### config.mk
export PLATFORM = sky130hd
export DESIGN_NAME = tsp_top
export DESIGN_NICKNAME = d
export VERILOG_FILES = /design/src/tsp_pkg.sv /design/src/tsp_ch_if.sv /design/src/tsp_channel.sv /design/src/tsp_top.sv
export SDC_FILE = /design/constraint.sdc
export NUM_CORES = 1
export LEC_CHECK = 0
export ABC_AREA = 1
export BUFFER_PORTS_ARGS = -buffer_cell sky130_fd_sc_hd__clkbuf_2
export CAP_MARGIN = 10
export CORE_MARGIN = 2
export CORE_UTILIZATION = 25
export CTS_CLUSTER_DIAMETER = 30
export CTS_CLUSTER_SIZE = 10
export DETAILED_ROUTE_END_ITERATION = 10
export SLEW_MARGIN = 30
export SYNTH_ARGS = -nofsm -noshare
export SYNTH_HDL_FRONTEND = slang
export SYNTH_SLANG_ARGS = --single-unit
### constraint.sdc
create_clock -name i_clk_sys -period 2.1 [get_ports i_clk_sys]
set_input_delay 0.21 -clock i_clk_sys [delete_from_list [all_inputs] [get_ports i_clk_sys]]
set_output_delay 0.21 -clock i_clk_sys [all_outputs]
set_load 0.1 [all_outputs]
### src/tsp_pkg.sv
// Shared constants and state types for the synchronized and PWM timer block
package tsp_pkg;
   localparam int TSP_NUM_CH = 5;
   localparam int TSP_CW = 16;
   localparam int TSP_CH_A = 3;
   localparam int TSP_CH_B = 4;
   // Counter clear source codes
   localparam logic [1:0] TSP_CLR_NONE = 2'h0;
   localparam logic [1:0] TSP_CLR_GRA = 2'h1;
   localparam logic [1:0] TSP_CLR_GRB = 2'h2;
   localparam logic [1:0] TSP_CLR_SYNC = 2'h3;
   // Compare output action codes
   localparam logic [1:0] TSP_IO_HOLD = 2'h0;
   localparam logic [1:0] TSP_IO_ZERO = 2'h1;
   localparam logic [1:0] TSP_IO_ONE = 2'h2;
   localparam logic [1:0] TSP_IO_TOGGLE = 2'h3;
   // Count clock select codes; bit 2 set picks external pin 0..3
   localparam logic [2:0] TSP_PSC_SYS = 3'h0;
   localparam logic [2:0] TSP_PSC_DIV2 = 3'h1;
   localparam logic [2:0] TSP_PSC_DIV4 = 3'h2;
   localparam logic [2:0] TSP_PSC_DIV8 = 3'h3;
   localparam logic [1:0] TSP_EDGE_RISE = 2'h0;
   localparam logic [1:0] TSP_EDGE_FALL = 2'h1;
   // Combined mode code selecting reset-synchronized PWM
   localparam logic [1:0] TSP_COMBO_RSYNC = 2'h1;
   localparam logic [TSP_CW-1:0] TSP_CNT_RESET = 16'h0000;
   localparam logic [2:0] TSP_PSC_RESET = 3'h0;
   localparam int TSP_NUM_EXT = 4;

   typedef struct packed {
      logic [TSP_CW-1:0] cnt;
      logic pin_a;
      logic pin_b;
   } tsp_ch_state_s;

   typedef struct packed {
      logic [2:0] psc;
      logic [TSP_NUM_EXT-1:0] ext_s1;
      logic [TSP_NUM_EXT-1:0] ext_s2;
      logic [TSP_NUM_EXT-1:0] ext_s3;
      logic [TSP_NUM_EXT-1:0] ext_lvl;
      logic rsync;
      logic [2:0] rs_out;
   } tsp_top_state_s;
endpackage

### src/tsp_ch_if.sv
// Control and status bundle between the top and one timer channel
interface tsp_ch_if #(parameter int W = 16);
   logic tick;
   logic start;
   logic pwm;
   logic sync;
   logic isolate;
   logic force_clr_a;
   logic preset;
   logic sync_clr_in;
   logic [1:0] clr_src;
   logic [1:0] io_a;
   logic [1:0] io_b;
   logic [W-1:0] general_reg_a;
   logic [W-1:0] general_reg_b;
   logic [W-1:0] preset_val;
   logic [W-1:0] cnt;
   logic match_a;
   logic match_b;
   logic own_clr;
   logic pin_a;
   logic pin_b;
   modport ctl (output tick, start, pwm, sync, isolate, force_clr_a, preset, sync_clr_in, clr_src, io_a, io_b,
      general_reg_a, general_reg_b, preset_val, input cnt, match_a, match_b, own_clr, pin_a, pin_b);
   modport chan (input tick, start, pwm, sync, isolate, force_clr_a, preset, sync_clr_in, clr_src, io_a, io_b,
      general_reg_a, general_reg_b, preset_val, output cnt, match_a, match_b, own_clr, pin_a, pin_b);
endinterface

### src/tsp_channel.sv
// One 16-bit timer channel: counter, compare matches, pin A and pin B logic
module tsp_channel
   import tsp_pkg::*;
(
   input wire logic i_clk_sys,
   input wire logic i_reset_n,
   tsp_ch_if.chan ch
);
   tsp_ch_state_s st;
   tsp_ch_state_s next_st;
   logic match_a;
   logic match_b;
   logic clr_a_sel;
   logic own_clr;
   logic sync_clr;

   // Apply one compare output action to a pin level
   function automatic logic apply_io(input logic [1:0] code, input logic lvl);
      logic r;
      r = lvl;
      unique case (code)
         TSP_IO_HOLD: r = lvl;
         TSP_IO_ZERO: r = 1'b0;
         TSP_IO_ONE: r = 1'b1;
         TSP_IO_TOGGLE: r = ~lvl;
      endcase
      return r;
   endfunction

   // Match fires on the count pulse that leaves the matching value
   assign match_a = ch.tick && ch.start && !ch.isolate && (st.cnt == ch.general_reg_a);
   assign match_b = ch.tick && ch.start && !ch.isolate && (st.cnt == ch.general_reg_b);
   assign clr_a_sel = (ch.clr_src == TSP_CLR_GRA) || ch.force_clr_a;
   assign own_clr = (clr_a_sel && match_a) || ((ch.clr_src == TSP_CLR_GRB) && match_b);
   assign sync_clr = ch.sync && (ch.clr_src == TSP_CLR_SYNC) && ch.sync_clr_in;

   // Next state: preset beats clear beats count
   always_comb begin
      next_st = st;
      if (ch.preset) begin
         next_st.cnt = ch.preset_val;
      end else if (own_clr || sync_clr) begin
         next_st.cnt = TSP_CNT_RESET;
      end else if (ch.tick && ch.start) begin
         next_st.cnt = st.cnt + 16'h0001;
      end
      if (ch.pwm) begin
         // Equal registers give both matches together and no change
         if (match_a && !match_b) begin
            next_st.pin_a = 1'b1;
         end else if (match_b && !match_a) begin
            next_st.pin_a = 1'b0;
         end
      end else if (match_a) begin
         next_st.pin_a = apply_io(ch.io_a, st.pin_a);
      end
      if (match_b) begin
         next_st.pin_b = apply_io(ch.io_b, st.pin_b);
      end
   end

   // State register
   always_ff @(posedge i_clk_sys or negedge i_reset_n) begin
      if (!i_reset_n) begin
         st <= '0;
      end else begin
         st <= next_st;
      end
   end

   assign ch.cnt = st.cnt;
   assign ch.pin_a = st.pin_a;
   assign ch.pin_b = st.pin_b;
   assign ch.match_a = match_a;
   assign ch.match_b = match_b;
   assign ch.own_clr = own_clr;

   count_hold_a: assert property (@(posedge i_clk_sys) disable iff (!i_reset_n)
      !ch.start && !ch.preset && !sync_clr |=> $stable(st.cnt))
      else $error("counter moved while halted");
   pwm_set_a: assert property (@(posedge i_clk_sys) disable iff (!i_reset_n)
      ch.pwm && match_a && (ch.general_reg_a != ch.general_reg_b) |=> st.pin_a)
      else $error("pwm pin not set on match a");
   pwm_equal_a: assert property (@(posedge i_clk_sys) disable iff (!i_reset_n)
      ch.pwm && match_a && (ch.general_reg_a == ch.general_reg_b) |=> $stable(st.pin_a))
      else $error("pwm pin changed with equal registers");
   match_clear_a: assert property (@(posedge i_clk_sys) disable iff (!i_reset_n)
      (ch.clr_src == TSP_CLR_GRB) && ch.tick && ch.start && !ch.isolate && (st.cnt == ch.general_reg_b) && !ch.preset
      |=> st.cnt == TSP_CNT_RESET)
      else $error("counter not cleared on match b");
   pin_b_zero_a: assert property (@(posedge i_clk_sys) disable iff (!i_reset_n)
      ch.pwm && match_b && (ch.io_b == TSP_IO_ZERO) |=> !st.pin_b)
      else $error("pin b ignored its action in pwm mode");
endmodule

### src/tsp_top.sv
// Five-channel timer with synchronizing, PWM and reset-synchronized PWM modes
module tsp_top
   import tsp_pkg::*;
#(
   parameter int NUM_CH = TSP_NUM_CH,
   parameter int CW = TSP_CW
) (
   input wire logic i_clk_sys,
   input wire logic i_reset_n,
   input wire logic [NUM_CH-1:0] i_start_bits,
   input wire logic [NUM_CH-1:0] i_sync_select_reg,
   input wire logic [NUM_CH-1:0] i_timer_mode_pwm,
   input wire logic [2*NUM_CH-1:0] i_clear_source_field,
   input wire logic [3*NUM_CH-1:0] i_clock_prescale_select,
   input wire logic [2*NUM_CH-1:0] i_ext_edge_select,
   input wire logic [2*NUM_CH-1:0] i_pin_a_io_field,
   input wire logic [2*NUM_CH-1:0] i_pin_b_io_field,
   input wire logic [CW*NUM_CH-1:0] i_general_reg_a,
   input wire logic [CW*NUM_CH-1:0] i_general_reg_b,
   input wire logic [NUM_CH-1:0] i_count_wr,
   input wire logic [CW-1:0] i_count_wdata,
   input wire logic [1:0] i_combo_mode_field,
   input wire logic [TSP_NUM_EXT-1:0] i_ext_clk,
   output logic [NUM_CH-1:0] o_chan_pin_a,
   output logic [NUM_CH-1:0] o_chan_pin_a_oe,
   output logic [NUM_CH-1:0] o_chan_pin_b,
   output logic [NUM_CH-1:0] o_chan_pin_b_oe,
   output logic o_aux_out_a4,
   output logic o_aux_out_b4,
   output logic o_aux_oe,
   output logic [CW*NUM_CH-1:0] o_timer_count,
   output logic o_rsync_active
);
   tsp_top_state_s st;
   tsp_top_state_s next_st;
   logic [TSP_NUM_EXT-1:0] ext_rise;
   logic [TSP_NUM_EXT-1:0] ext_fall;
   logic [NUM_CH-1:0] own_clr_vec;
   logic [NUM_CH-1:0] tick_vec;
   logic [NUM_CH-1:0] pin_a_vec;
   logic [NUM_CH-1:0] pin_b_vec;
   logic sync_clr_any;
   logic sync_wr_any;
   logic tp1;
   logic tp2;
   logic [2:0] rs_toggle;

   tsp_ch_if #(.W(CW)) ch_bus[NUM_CH]();

   // Settled level changes only once stages two and three agree
   always_comb begin
      for (int j = 0; j < TSP_NUM_EXT; j++) begin
         ext_rise[j] = (st.ext_s2[j] == st.ext_s3[j]) && st.ext_s3[j] && !st.ext_lvl[j];
         ext_fall[j] = (st.ext_s2[j] == st.ext_s3[j]) && !st.ext_s3[j] && st.ext_lvl[j];
      end
   end

   assign sync_clr_any = |(own_clr_vec & i_sync_select_reg);
   assign sync_wr_any = |(i_count_wr & i_sync_select_reg);

   // Per-channel clock select, preset fan-out and mode overrides
   for (genvar i = 0; i < NUM_CH; i++) begin : g_ch
      logic [2:0] psel;
      logic [1:0] esel;
      logic [1:0] eidx;
      logic ext_tick;
      assign psel = i_clock_prescale_select[3*i +: 3];
      assign esel = i_ext_edge_select[2*i +: 2];
      assign eidx = psel[1:0];
      assign ext_tick = (esel == TSP_EDGE_RISE) ? ext_rise[eidx] :
         (esel == TSP_EDGE_FALL) ? ext_fall[eidx] : (ext_rise[eidx] || ext_fall[eidx]);
      // Divided rates are single-cycle enables from one free divider
      always_comb begin
         unique case (psel)
            TSP_PSC_SYS: tick_vec[i] = 1'b1;
            TSP_PSC_DIV2: tick_vec[i] = st.psc[0];
            TSP_PSC_DIV4: tick_vec[i] = &st.psc[1:0];
            TSP_PSC_DIV8: tick_vec[i] = &st.psc;
            default: tick_vec[i] = ext_tick;
         endcase
      end
      assign ch_bus[i].tick = tick_vec[i];
      assign ch_bus[i].start = i_start_bits[i];
      assign ch_bus[i].pwm = i_timer_mode_pwm[i];
      assign ch_bus[i].sync = i_sync_select_reg[i];
      assign ch_bus[i].isolate = st.rsync && (i == TSP_CH_B);
      assign ch_bus[i].force_clr_a = st.rsync && (i == TSP_CH_A);
      assign ch_bus[i].preset = i_count_wr[i] || (i_sync_select_reg[i] && sync_wr_any);
      assign ch_bus[i].preset_val = i_count_wdata;
      assign ch_bus[i].sync_clr_in = sync_clr_any;
      assign ch_bus[i].clr_src = i_clear_source_field[2*i +: 2];
      assign ch_bus[i].io_a = i_pin_a_io_field[2*i +: 2];
      assign ch_bus[i].io_b = i_pin_b_io_field[2*i +: 2];
      assign ch_bus[i].general_reg_a = i_general_reg_a[CW*i +: CW];
      assign ch_bus[i].general_reg_b = i_general_reg_b[CW*i +: CW];
      assign own_clr_vec[i] = ch_bus[i].own_clr;
      assign pin_a_vec[i] = ch_bus[i].pin_a;
      assign pin_b_vec[i] = ch_bus[i].pin_b;
      assign o_timer_count[CW*i +: CW] = ch_bus[i].cnt;
      tsp_channel tsp_channel_inst (
         .i_clk_sys(i_clk_sys),
         .i_reset_n(i_reset_n),
         .ch(ch_bus[i])
      );
   end

   // Turning points all compare against the channel 3 counter
   assign tp1 = tick_vec[TSP_CH_A] && i_start_bits[TSP_CH_A] &&
      (ch_bus[TSP_CH_A].cnt == i_general_reg_a[CW*TSP_CH_B +: CW]);
   assign tp2 = tick_vec[TSP_CH_A] && i_start_bits[TSP_CH_A] &&
      (ch_bus[TSP_CH_A].cnt == i_general_reg_b[CW*TSP_CH_B +: CW]);
   assign rs_toggle = {tp2, tp1, ch_bus[TSP_CH_A].match_b} ^ {3{own_clr_vec[TSP_CH_A]}};

   // Synchronizers, divider, mode latch and paired output state
   always_comb begin
      next_st = st;
      next_st.psc = st.psc + 3'h1;
      next_st.ext_s1 = i_ext_clk;
      next_st.ext_s2 = st.ext_s1;
      next_st.ext_s3 = st.ext_s2;
      for (int j = 0; j < TSP_NUM_EXT; j++) begin
         if (st.ext_s2[j] == st.ext_s3[j]) begin
            next_st.ext_lvl[j] = st.ext_s3[j];
         end
      end
      // Mode change only honoured while channel 3 is halted
      if (!i_start_bits[TSP_CH_A]) begin
         next_st.rsync = (i_combo_mode_field == TSP_COMBO_RSYNC);
      end
      if (!st.rsync) begin
         next_st.rs_out = 3'h0;
      end else begin
         next_st.rs_out = st.rs_out ^ rs_toggle;
      end
   end

   // State register
   always_ff @(posedge i_clk_sys or negedge i_reset_n) begin
      if (!i_reset_n) begin
         st <= '0;
      end else begin
         st <= next_st;
      end
   end

   // Reset-sync mode takes over all six channel 3 and 4 pins
   always_comb begin
      o_chan_pin_a = pin_a_vec;
      o_chan_pin_b = pin_b_vec;
      for (int i = 0; i < NUM_CH; i++) begin
         o_chan_pin_a_oe[i] = i_timer_mode_pwm[i] || (i_pin_a_io_field[2*i +: 2] != TSP_IO_HOLD);
         o_chan_pin_b_oe[i] = i_pin_b_io_field[2*i +: 2] != TSP_IO_HOLD;
      end
      o_aux_out_a4 = 1'b0;
      o_aux_out_b4 = 1'b0;
      o_aux_oe = st.rsync;
      if (st.rsync) begin
         o_chan_pin_a[TSP_CH_A] = st.rs_out[0];
         o_chan_pin_b[TSP_CH_A] = ~st.rs_out[0];
         o_chan_pin_a[TSP_CH_B] = st.rs_out[1];
         o_aux_out_a4 = ~st.rs_out[1];
         o_chan_pin_b[TSP_CH_B] = st.rs_out[2];
         o_aux_out_b4 = ~st.rs_out[2];
         o_chan_pin_a_oe[TSP_CH_A] = 1'b1;
         o_chan_pin_b_oe[TSP_CH_A] = 1'b1;
         o_chan_pin_a_oe[TSP_CH_B] = 1'b1;
         o_chan_pin_b_oe[TSP_CH_B] = 1'b1;
      end
   end
   assign o_rsync_active = st.rsync;

   sync_preset_a: assert property (@(posedge i_clk_sys) disable iff (!i_reset_n)
      sync_wr_any && i_sync_select_reg[0] && i_sync_select_reg[1]
      |=> ch_bus[0].cnt == ch_bus[1].cnt && ch_bus[0].cnt == $past(i_count_wdata))
      else $error("synchronized preset missed a channel");
   sync_clear_a: assert property (@(posedge i_clk_sys) disable iff (!i_reset_n)
      own_clr_vec[0] && i_sync_select_reg[0] && i_sync_select_reg[1] &&
      (i_clear_source_field[3:2] == TSP_CLR_SYNC) && !ch_bus[1].preset |=> ch_bus[1].cnt == TSP_CNT_RESET)
      else $error("synchronized clear missed a channel");
   rsync_pair_a: assert property (@(posedge i_clk_sys) disable iff (!i_reset_n)
      st.rsync |-> (o_chan_pin_b[TSP_CH_A] != o_chan_pin_a[TSP_CH_A]) && (o_aux_out_b4 != o_chan_pin_b[TSP_CH_B]))
      else $error("reset-sync pair not complementary");
   rsync_clear_a: assert property (@(posedge i_clk_sys) disable iff (!i_reset_n)
      st.rsync && ch_bus[TSP_CH_A].match_a && !ch_bus[TSP_CH_A].preset |=> ch_bus[TSP_CH_A].cnt == TSP_CNT_RESET)
      else $error("channel 3 not cleared at period match");
   rsync_toggle_a: assert property (@(posedge i_clk_sys) disable iff (!i_reset_n)
      st.rsync && $past(st.rsync) && tp1 && !own_clr_vec[TSP_CH_A] |=> st.rs_out[1] != $past(st.rs_out[1]))
      else $error("output pair two did not toggle");
   mode_halted_a: assert property (@(posedge i_clk_sys) disable iff (!i_reset_n)
      st.rsync != $past(st.rsync) |-> !$past(i_start_bits[TSP_CH_A]))
      else $error("mode changed while channel 3 ran");
endmodule
==> results of run 1 <==
worst reg2reg max path: cells and delay by family (launching register included):
| family | cells | cell delay, ns |
|---|---|---|
| AND/OR/NAND/NOR | 13 | 1.17 |
| buffers and inverters | 4 | 0.49 |
| flip-flops | 1 | 0.42 |
| AO/OA/AOI/OAI | 1 | 0.18 |
| adder cells (fa/ha/maj) | 1 | 0.14 |
cells in the mapped netlist, types with 3 or more instances:
master and number:
nor2_1 133, o31ai_1 4, nand3_2 42, xnor2_1 141, nor3_2 8, a31oi_1 5, nor3b_1 6, nand3_1 110
nor2_4 3, buf_4 17, or2_0 3, nor4_1 3, a21oi_1 22, nand4_1 115, nor2_2 6, ha_1 15
or2_1 7, nand2_2 6, buf_6 11, nor3_1 17, clkbuf_1 24, nand2_4 5, nand2_1 649, o21ai_0 21
dfrtp_1 113, o21a_1 3, inv_1 215, buf_2 39, inv_2 20, a31o_2 3, clkbuf_2 5, xor2_1 54
o21ai_1 6, or2_2 12
sequential cells by signal (all words and copies together) (netlist names):
| name | cells |
|---|---|
| g_ch.tsp_channel_inst.ch.pin_a | 5 |
| st | 14 |
| g_ch.tsp_channel_inst.ch.cnt | 80 |
| next_st | 8 |
| o_aux_oe | 1 |
| g_ch.tsp_channel_inst.ch.pin_b | 5 |
power by group through the flow:
stage	Combinational [mW]	Sequential, mW	Clock [mW]
final	6.27	3.01	2.88
after global routing	6.73	3.04	3.03
after CTS	6.19	3.00	2.93
after detailed placement	6.07	3.03	0
after global placement	6.00	3.03	0
after floorplan	2.48	4.61	0
logic make-up after synthesis:
logic type                 Yosys count  share of synthesized area, %
and+or+nand+nor                   1131                          43.8
muxes                                1                        0.0838
DFF                                113                          23.7
buffers and inverters              332                          12.1
AOI/OAI and AO/OA                   83                          4.41
adders and majority gates           15                          1.57
xor gates and xnor gates           195                          14.3
worst paths after layout:
| check | from | end | cells after the start |
|---|---|---|---|
| worst max-delay path | st[8] | g_ch[2].tsp_channel_inst.ch.cnt[2] | 19 |
| worst min-delay path | i_pin_b_io_field[0] | g_ch[0].tsp_channel_inst.ch.pin_b | 3 |
| worst max register to register | st[8] | g_ch[2].tsp_channel_inst.ch.cnt[2] | 19 |
| worst min register to register | next_st[15] | next_st[11] | 0 |
| max in group asynchronous | i_reset_n | g_ch[2].tsp_channel_inst.ch.cnt[1] | 3 |
| min in group asynchronous | i_reset_n | g_ch[0].tsp_channel_inst.ch.cnt[13] | 3 |
timing repair:
action / in CTS / in global routing
endpoints found under the setup margin: 91 / 89
gates cloned: 5 / 2
pin swaps: 25 / 27
buffers inserted: 13 / 17
hold buffers: 9 / 0
gates resized for setup: 94 / 83
hold endpoints to repair: 104 / 0
cell type report:
| type | instances | area [µm²] | share of cell area (%) |
|---|---|---|---|
| clock inverter | 15 | 138 | 0.740 |
| multi-input combinational | 1427 | 8440 | 45.4 |
| tap | 615 | 769 | 4.14 |
| clock buffer | 17 | 425 | 2.29 |
| timing repair buffer | 700 | 4840 | 26.0 |
| inverter | 236 | 903 | 4.86 |
| antenna | 3 | 7.51 | 0.0404 |
| sequential | 113 | 3070 | 16.5 |
per-stage QoR:
step,total power [mW],hold WS [ns],setup WS [ns],setup TNS (ns)
after global routing,12.8,0.0643,-0.568,-44.56
after detailed placement,9.10,0.285,-0.725,-50.62
after global placement,9.03,0.284,-0.708,-45.32
after CTS,12.1,0.0526,-0.372,-28.20
final,12.2,0.0693,-0.393,-28.99
after floorplan,7.09,-0.0856,-0.238,-17.21
routing by layer:
layer,GRT usage [%],vias up
met2,36.6,429
met3,3.72,72
met1,25.1,6675
li1,-,7155
met4,7.82,2
met5,0,-
==> flow_summary.toml, run 1 <==
[global_route]
antenna_found_initial = 5
grt.total_usage_pct = 20.8
grt_max_degree = 69
global_route.overflow_total = 0
wire_length_of_the_first_global_routing_pass_um = 79800
first_global_vias = 14400

[clock_tree]
cts_root_buf = "clkbuf_16"
clk_pin_slew_ns = 0.06
cts_tree = "built"
clock-sinks = 113
cts_buffers = 17
clockBufferDepth = 2
clkLatencyLatePin_ns = 0.43
cts_htree_levels = 4

[pwr]
switching_share_pct = 48.3
internal_power_mw = 6.28
power.combinational.fraction_pct = 51.6
power_frac_clock_pct = 23.7
power.static_leakage_nw = 9.73
power.ir.vdd_worst_uv = 451
net-switching-power_mw = 5.87
power.share.sequential_pct = 24.8
power.density_cell_area_nw_per_um2 = 653

[yosys]
synth_edf_count = 0
yosys_most_used_dff = "dfrtp_1"
yosys_warnings = 0
synth.lib_cells_used.distinct = 53
post-synth-top-area-fraction_pct = 23.7
synth.ff_latch_count = 113
netlist_area_um2 = 11900
synth_largest_area_cell = "dfrtp_1"
async_flop_share_pct = 100
synth_nets = 2144
synth.yosys.seq_area_share_pct = 23.7
postSynthAreaPerCell_um2 = 6.39
postSynthCellCount = 1870
yosys-top-cells-area = "dfrtp_1 (24%), nand2_1 (20%), xnor2_1 (10%), inv_1 (6.8%), nand4_1 (6.0%)"

[floorplan]
core_area_um2 = 47400
start_util_pct = 25.2
floorplan.io_pins = 363
overall_die_area_um2 = 49500
rows = 80
chipWidth_um = 223
die-height_um = 223

[detailed_routing]
met2_wirelength_um = 26100
first_iter_violations = 820
totalWireLength_um = 52300
drc = 0
route.layer.met1.wl_um = 21800
post_drt_via_cell_ratio = 4.59
highest_signal_layer_in_the_routed_design = "met5"
routed-wl-met3_um = 2670
vias = 14300
dr.pass1.iters = 5
avgRoutedWirePerCell_um = 16.7
ant_nets = 0

[finish]
stdcell_area_um2 = 18600
final_common_cell = "nand2_1"
finalNetCount = 2769
layout-area-overhead-vs-synth_pct = 55.7
fill_cells = 4946
layout.core_utilization_pct = 39.2
layout.cells.most_common_list = "nand2_1 (615), clkbuf_2 (357), buf_4 (283)"
final-instance-count-excl-fill = 3126
layout-drive-gt1-share_pct = 42.0

[timing]
min_period_over_period_pct = 119
slew_viols_final = 0
slew_headroom_pct = 53.6
post_route_skew_ns = 0.0122
grt_setup_unrepaired = "yes"
minimum_clock_period_after_layout_ns = 2.49
finalSetupViolations = 85
post-route-worst-setup-slack_ns = -0.393
peak_freq_ghz = 0.401
hold_viol = 0
tightestPinTransition_ns = 0.696

[run]
max_cap_viol_count = 0

[worst_setup_path]
worst-path-max-fanout = 8
path_cells = "inv_2 > ha_4 > nand2_4 > buf_6 > a21oi_2 > nand3_2 > nand3_2 > nand4_1 > nand2_2 > nand3_2 > nand2_1 > inv_2 > nand3_4 > nand2_8 > buf_12 > nand3_2 > nand2_1 > nand2_1 > nand2_1"
cp_slowest_cell = "dfrtp_1"
critical_path.top_delay_family = "simple AND/OR/NAND/NOR gates"
critPathKind = "reg2reg"
worst_setup_end_kind = "flip-flop"
worst_ep_required_time_ns = 2.42
cp.arrival_ns = 2.81
critPathLaunchType = "flip-flop"
critPathBufInv = 4
worst_path_largest_cell_delay_ns = 0.42
timing.reg2reg.setup_slack_ns = -0.39

[placed_design]
postPlaceCellArea_um2 = 16900
placedCellCount = 3048
dp_hpwl_um = 41300
gp_congestion = 0.921
place.port_buffers = 362

[status]
outcome = "complete, but fails checks"
failed_checks = "negative setup slack"

[hold_path]
worstHoldPathType = "in2reg"
No activity file was read; power rests on OpenSTA's default activity.
==> run 2, diff against run 1 <==
--- a/config.mk
+++ b/config.mk
@@ -13,6 +13,7 @@
 export CTS_CLUSTER_DIAMETER = 30
 export CTS_CLUSTER_SIZE = 10
 export DETAILED_ROUTE_END_ITERATION = 10
+export REMOVE_ABC_BUFFERS = 1
 export SLEW_MARGIN = 30
 export SYNTH_ARGS = -nofsm -noshare
 export SYNTH_HDL_FRONTEND = slang
==> run 2 against run 1 <==
  * Critical endpoint is now g_ch[0].tsp_channel_inst.ch.cnt[12]
  * Critical path depth fell by 1
  * Die area did not move
  * Sequential share of layout area fell by 1.4 points
  * The run still ends with negative setup slack left
  * Global-route usage fell by 0.44 points
  * Clock skew fell by 0.0040 ns
  * Flip-flop and latch count did not move
  * Via count fell by 0.83%
  * Routed wire length fell by 1.1%
  * Sequential power fell by 4%
  * Setup slack got worse by 0.051 ns
  * Fmax fell by 2.0%
  * First-iteration DRC count rose by 10%
  * Largest power group unchanged
==> flow_summary.toml, run 2 (synthesis gave the netlist of run 1 again) <==
[status]
outcome = "complete, but fails checks"
failed_checks = "negative setup slack"

[timing]
slew_viols_final = 0
min_period_over_period_pct = 121
slew_headroom_pct = 61.0
finalSetupViolations = 85
hold_viol = 0
peak_freq_ghz = 0.393
post_route_skew_ns = 0.00819
post-route-worst-setup-slack_ns = -0.444
grt_setup_unrepaired = "yes"
totalNegativeSetupSlack_ns = -30.17
minimum_clock_period_after_layout_ns = 2.54
tightestPinTransition_ns = 0.587

[worst_setup_path]
worst_ep_required_time_ns = 2.44
cp_slowest_cell = "dfrtp_1"
worst_setup_end_kind = "flip-flop"
critPathKind = "reg2reg"
cp_common_cell = "nand2_1"
timing.reg2reg.setup_slack_ns = -0.44
critPathBufInv = 4
crit_path_start = "st[20]"
worst_path_largest_cell_delay_ns = 0.38
timing.critical_path.depth = 18
path_cells = "ha_2 > ha_4 > nand2_1 > nand4_1 > nand2_1 > inv_2 > nand4_1 > nand2_2 > nand2_1 > nand2_2 > inv_2 > nand3_4 > buf_6 > nand2_8 > nand3_4 > buf_4 > nand2_1 > nand2_1"
worstReg2RegEnd = "g_ch[0].tsp_channel_inst.ch.cnt[12]"
cp.arrival_ns = 2.89
worst-path-max-fanout = 7
r2r.worst_path.cells = 18
cp-endpoint = "g_ch[0].tsp_channel_inst.ch.cnt[12]"
worstReg2RegStart = "st[20]"
critPathLaunchType = "flip-flop"
critical_path.top_delay_family = "simple AND/OR/NAND/NOR gates"

[detailed_routing]
dr.pass1.iters = 5
post_drt_via_cell_ratio = 4.51
totalWireLength_um = 51700
vias = 14200
drc = 0
ant_nets = 0
first_iter_violations = 902
avgRoutedWirePerCell_um = 16.4

[floorplan]
floorplan.io_pins = 363
start_util_pct = 25.2
die-height_um = 223
rows = 80
chipWidth_um = 223
overall_die_area_um2 = 49500
core_area_um2 = 47400

[placed_design]
dp_hpwl_um = 39900
placedCellCount = 3074
place.port_buffers = 362
gp_congestion = 0.943
postPlaceCellArea_um2 = 16700

[finish]
layout-drive-gt1-share_pct = 40.2
finalNetCount = 2795
final_common_cell = "nand2_1"
stdcell_area_um2 = 18800
largest_register_ff_count = 80
layout.core_utilization_pct = 39.6
layout-area-overhead-vs-synth_pct = 57.4
final-instance-count-excl-fill = 3151
layout.cells.most_common_list = "nand2_1 (606), clkbuf_2 (356), buf_4 (300)"

[clock_tree]
cts_root_buf = "clkbuf_16"
clock-sinks = 113
clkLatencyLatePin_ns = 0.46
cts_htree_levels = 4
clk_pin_slew_ns = 0.06
cts_tree = "built"
clockBufferDepth = 2
cts_buffers = 17

[hold_path]
worstHoldPathType = "in2reg"
worstHoldPathCells = 2

[pwr]
finalPower_mw = 12.7
power.ir.vdd_worst_uv = 511
power.density_cell_area_nw_per_um2 = 677
power.static_leakage_nw = 9.96

[global_route]
grt_max_degree = 37
global_route.overflow_total = 0
wire_length_of_the_first_global_routing_pass_um = 77100
antenna_found_initial = 5
first_global_vias = 13500
grt.total_usage_pct = 20.3

[run]
max_cap_viol_count = 0
## run 2: changes by cell type in the layout (fill, tap and decap cells not counted), moves of 4 or more
cell        delta
dfrtp_1       +67
dfrtp_4       -55
buf_4         +17
nand2_2       +14
dfrtp_2       -12
nand2_1        -9
nand2_4        -7
buf_8          +5
bufinv_16      +5
clkinvlp_4     -5
nor2_2         +5
nand3_1        -4
## run 2: worst min-delay path by stage
stage / endpoint / startpoint / slack (ns)
floorplan: g_ch[0].tsp_channel_inst.ch.cnt[0] / i_reset_n / -0.09
finish: o_aux_oe / i_start_bits[3] / 0.05
CTS: g_ch[4].tsp_channel_inst.ch.pin_b / i_pin_b_io_field[9] / 0.04
global placement: g_ch[3].tsp_channel_inst.ch.cnt[10] / i_reset_n / 0.22
detailed placement: g_ch[3].tsp_channel_inst.ch.cnt[2] / i_reset_n / 0.23
global route: o_aux_oe / i_start_bits[3] / 0.08
## run 2: worst reg2reg max path, cell delays in order, from the launching register on
cell and delay [ns]:
dfrtp_1 0.38, ha_2 0.21, ha_4 0.18, nand2_1 0.07, nand4_1 0.20, nand2_1 0.13, inv_2 0.07, nand4_1 0.11
nand2_2 0.08, nand2_1 0.09, nand2_2 0.06, inv_2 0.07, nand3_4 0.11, buf_6 0.16, nand2_8 0.14, nand3_4 0.11
buf_4 0.16, nand2_1 0.06, nand2_1 0.05
## run 2: metrics by stage
stage	hold WS, ns	setup WS (ns)
final	0.0524	-0.444
after global routing	0.0819	-0.610
after CTS	0.0424	-0.432
after detailed placement	0.227	-0.627
after global placement	0.217	-0.596
after floorplan	-0.0856	-2.58
## run 2: cell type report
cell class | instances | area [µm²]
Tap cell | 615 | 769
Timing Repair Buffer | 726 | 5120
Multi-Input combinational cell | 1427 | 8480
Fill cell | 4981 | 28700
Sequential cell | 113 | 2850
Clock buffer | 21 | 460
Clock inverter | 10 | 206
Antenna cell | 3 | 7.51
Inverter | 236 | 901
## run 2: metal layers
layer  global-route usage [%]  wire length (µm)  vias to the layer above
li1                         -                 -                     7207
met1                     26.2             22700                     6508
met2                     33.9             24700                      413
met3                     2.99              2500                       82
met4                     8.47              1750                        4
met5                        0                26                        -
## run 2: what timing repair did
action	4_1_cts	5_1_grt
resized for setup	133	112
hold endpoints to repair	36	0
pin swaps	26	43
setup buffers	8	13
hold buffers	10	0
setup endpoints to repair	91	89
cloned	8	5
## run 2: power breakdown
| group | switching, mW | internal, mW | leakage [nW] |
|---|---|---|---|
| logic | 4.18 | 2.16 | 8.27 |
| registers | 0.457 | 2.44 | 1.37 |
| clock network | 1.21 | 2.28 | 0.323 |
| total | 5.85 | 6.88 | 9.96 |
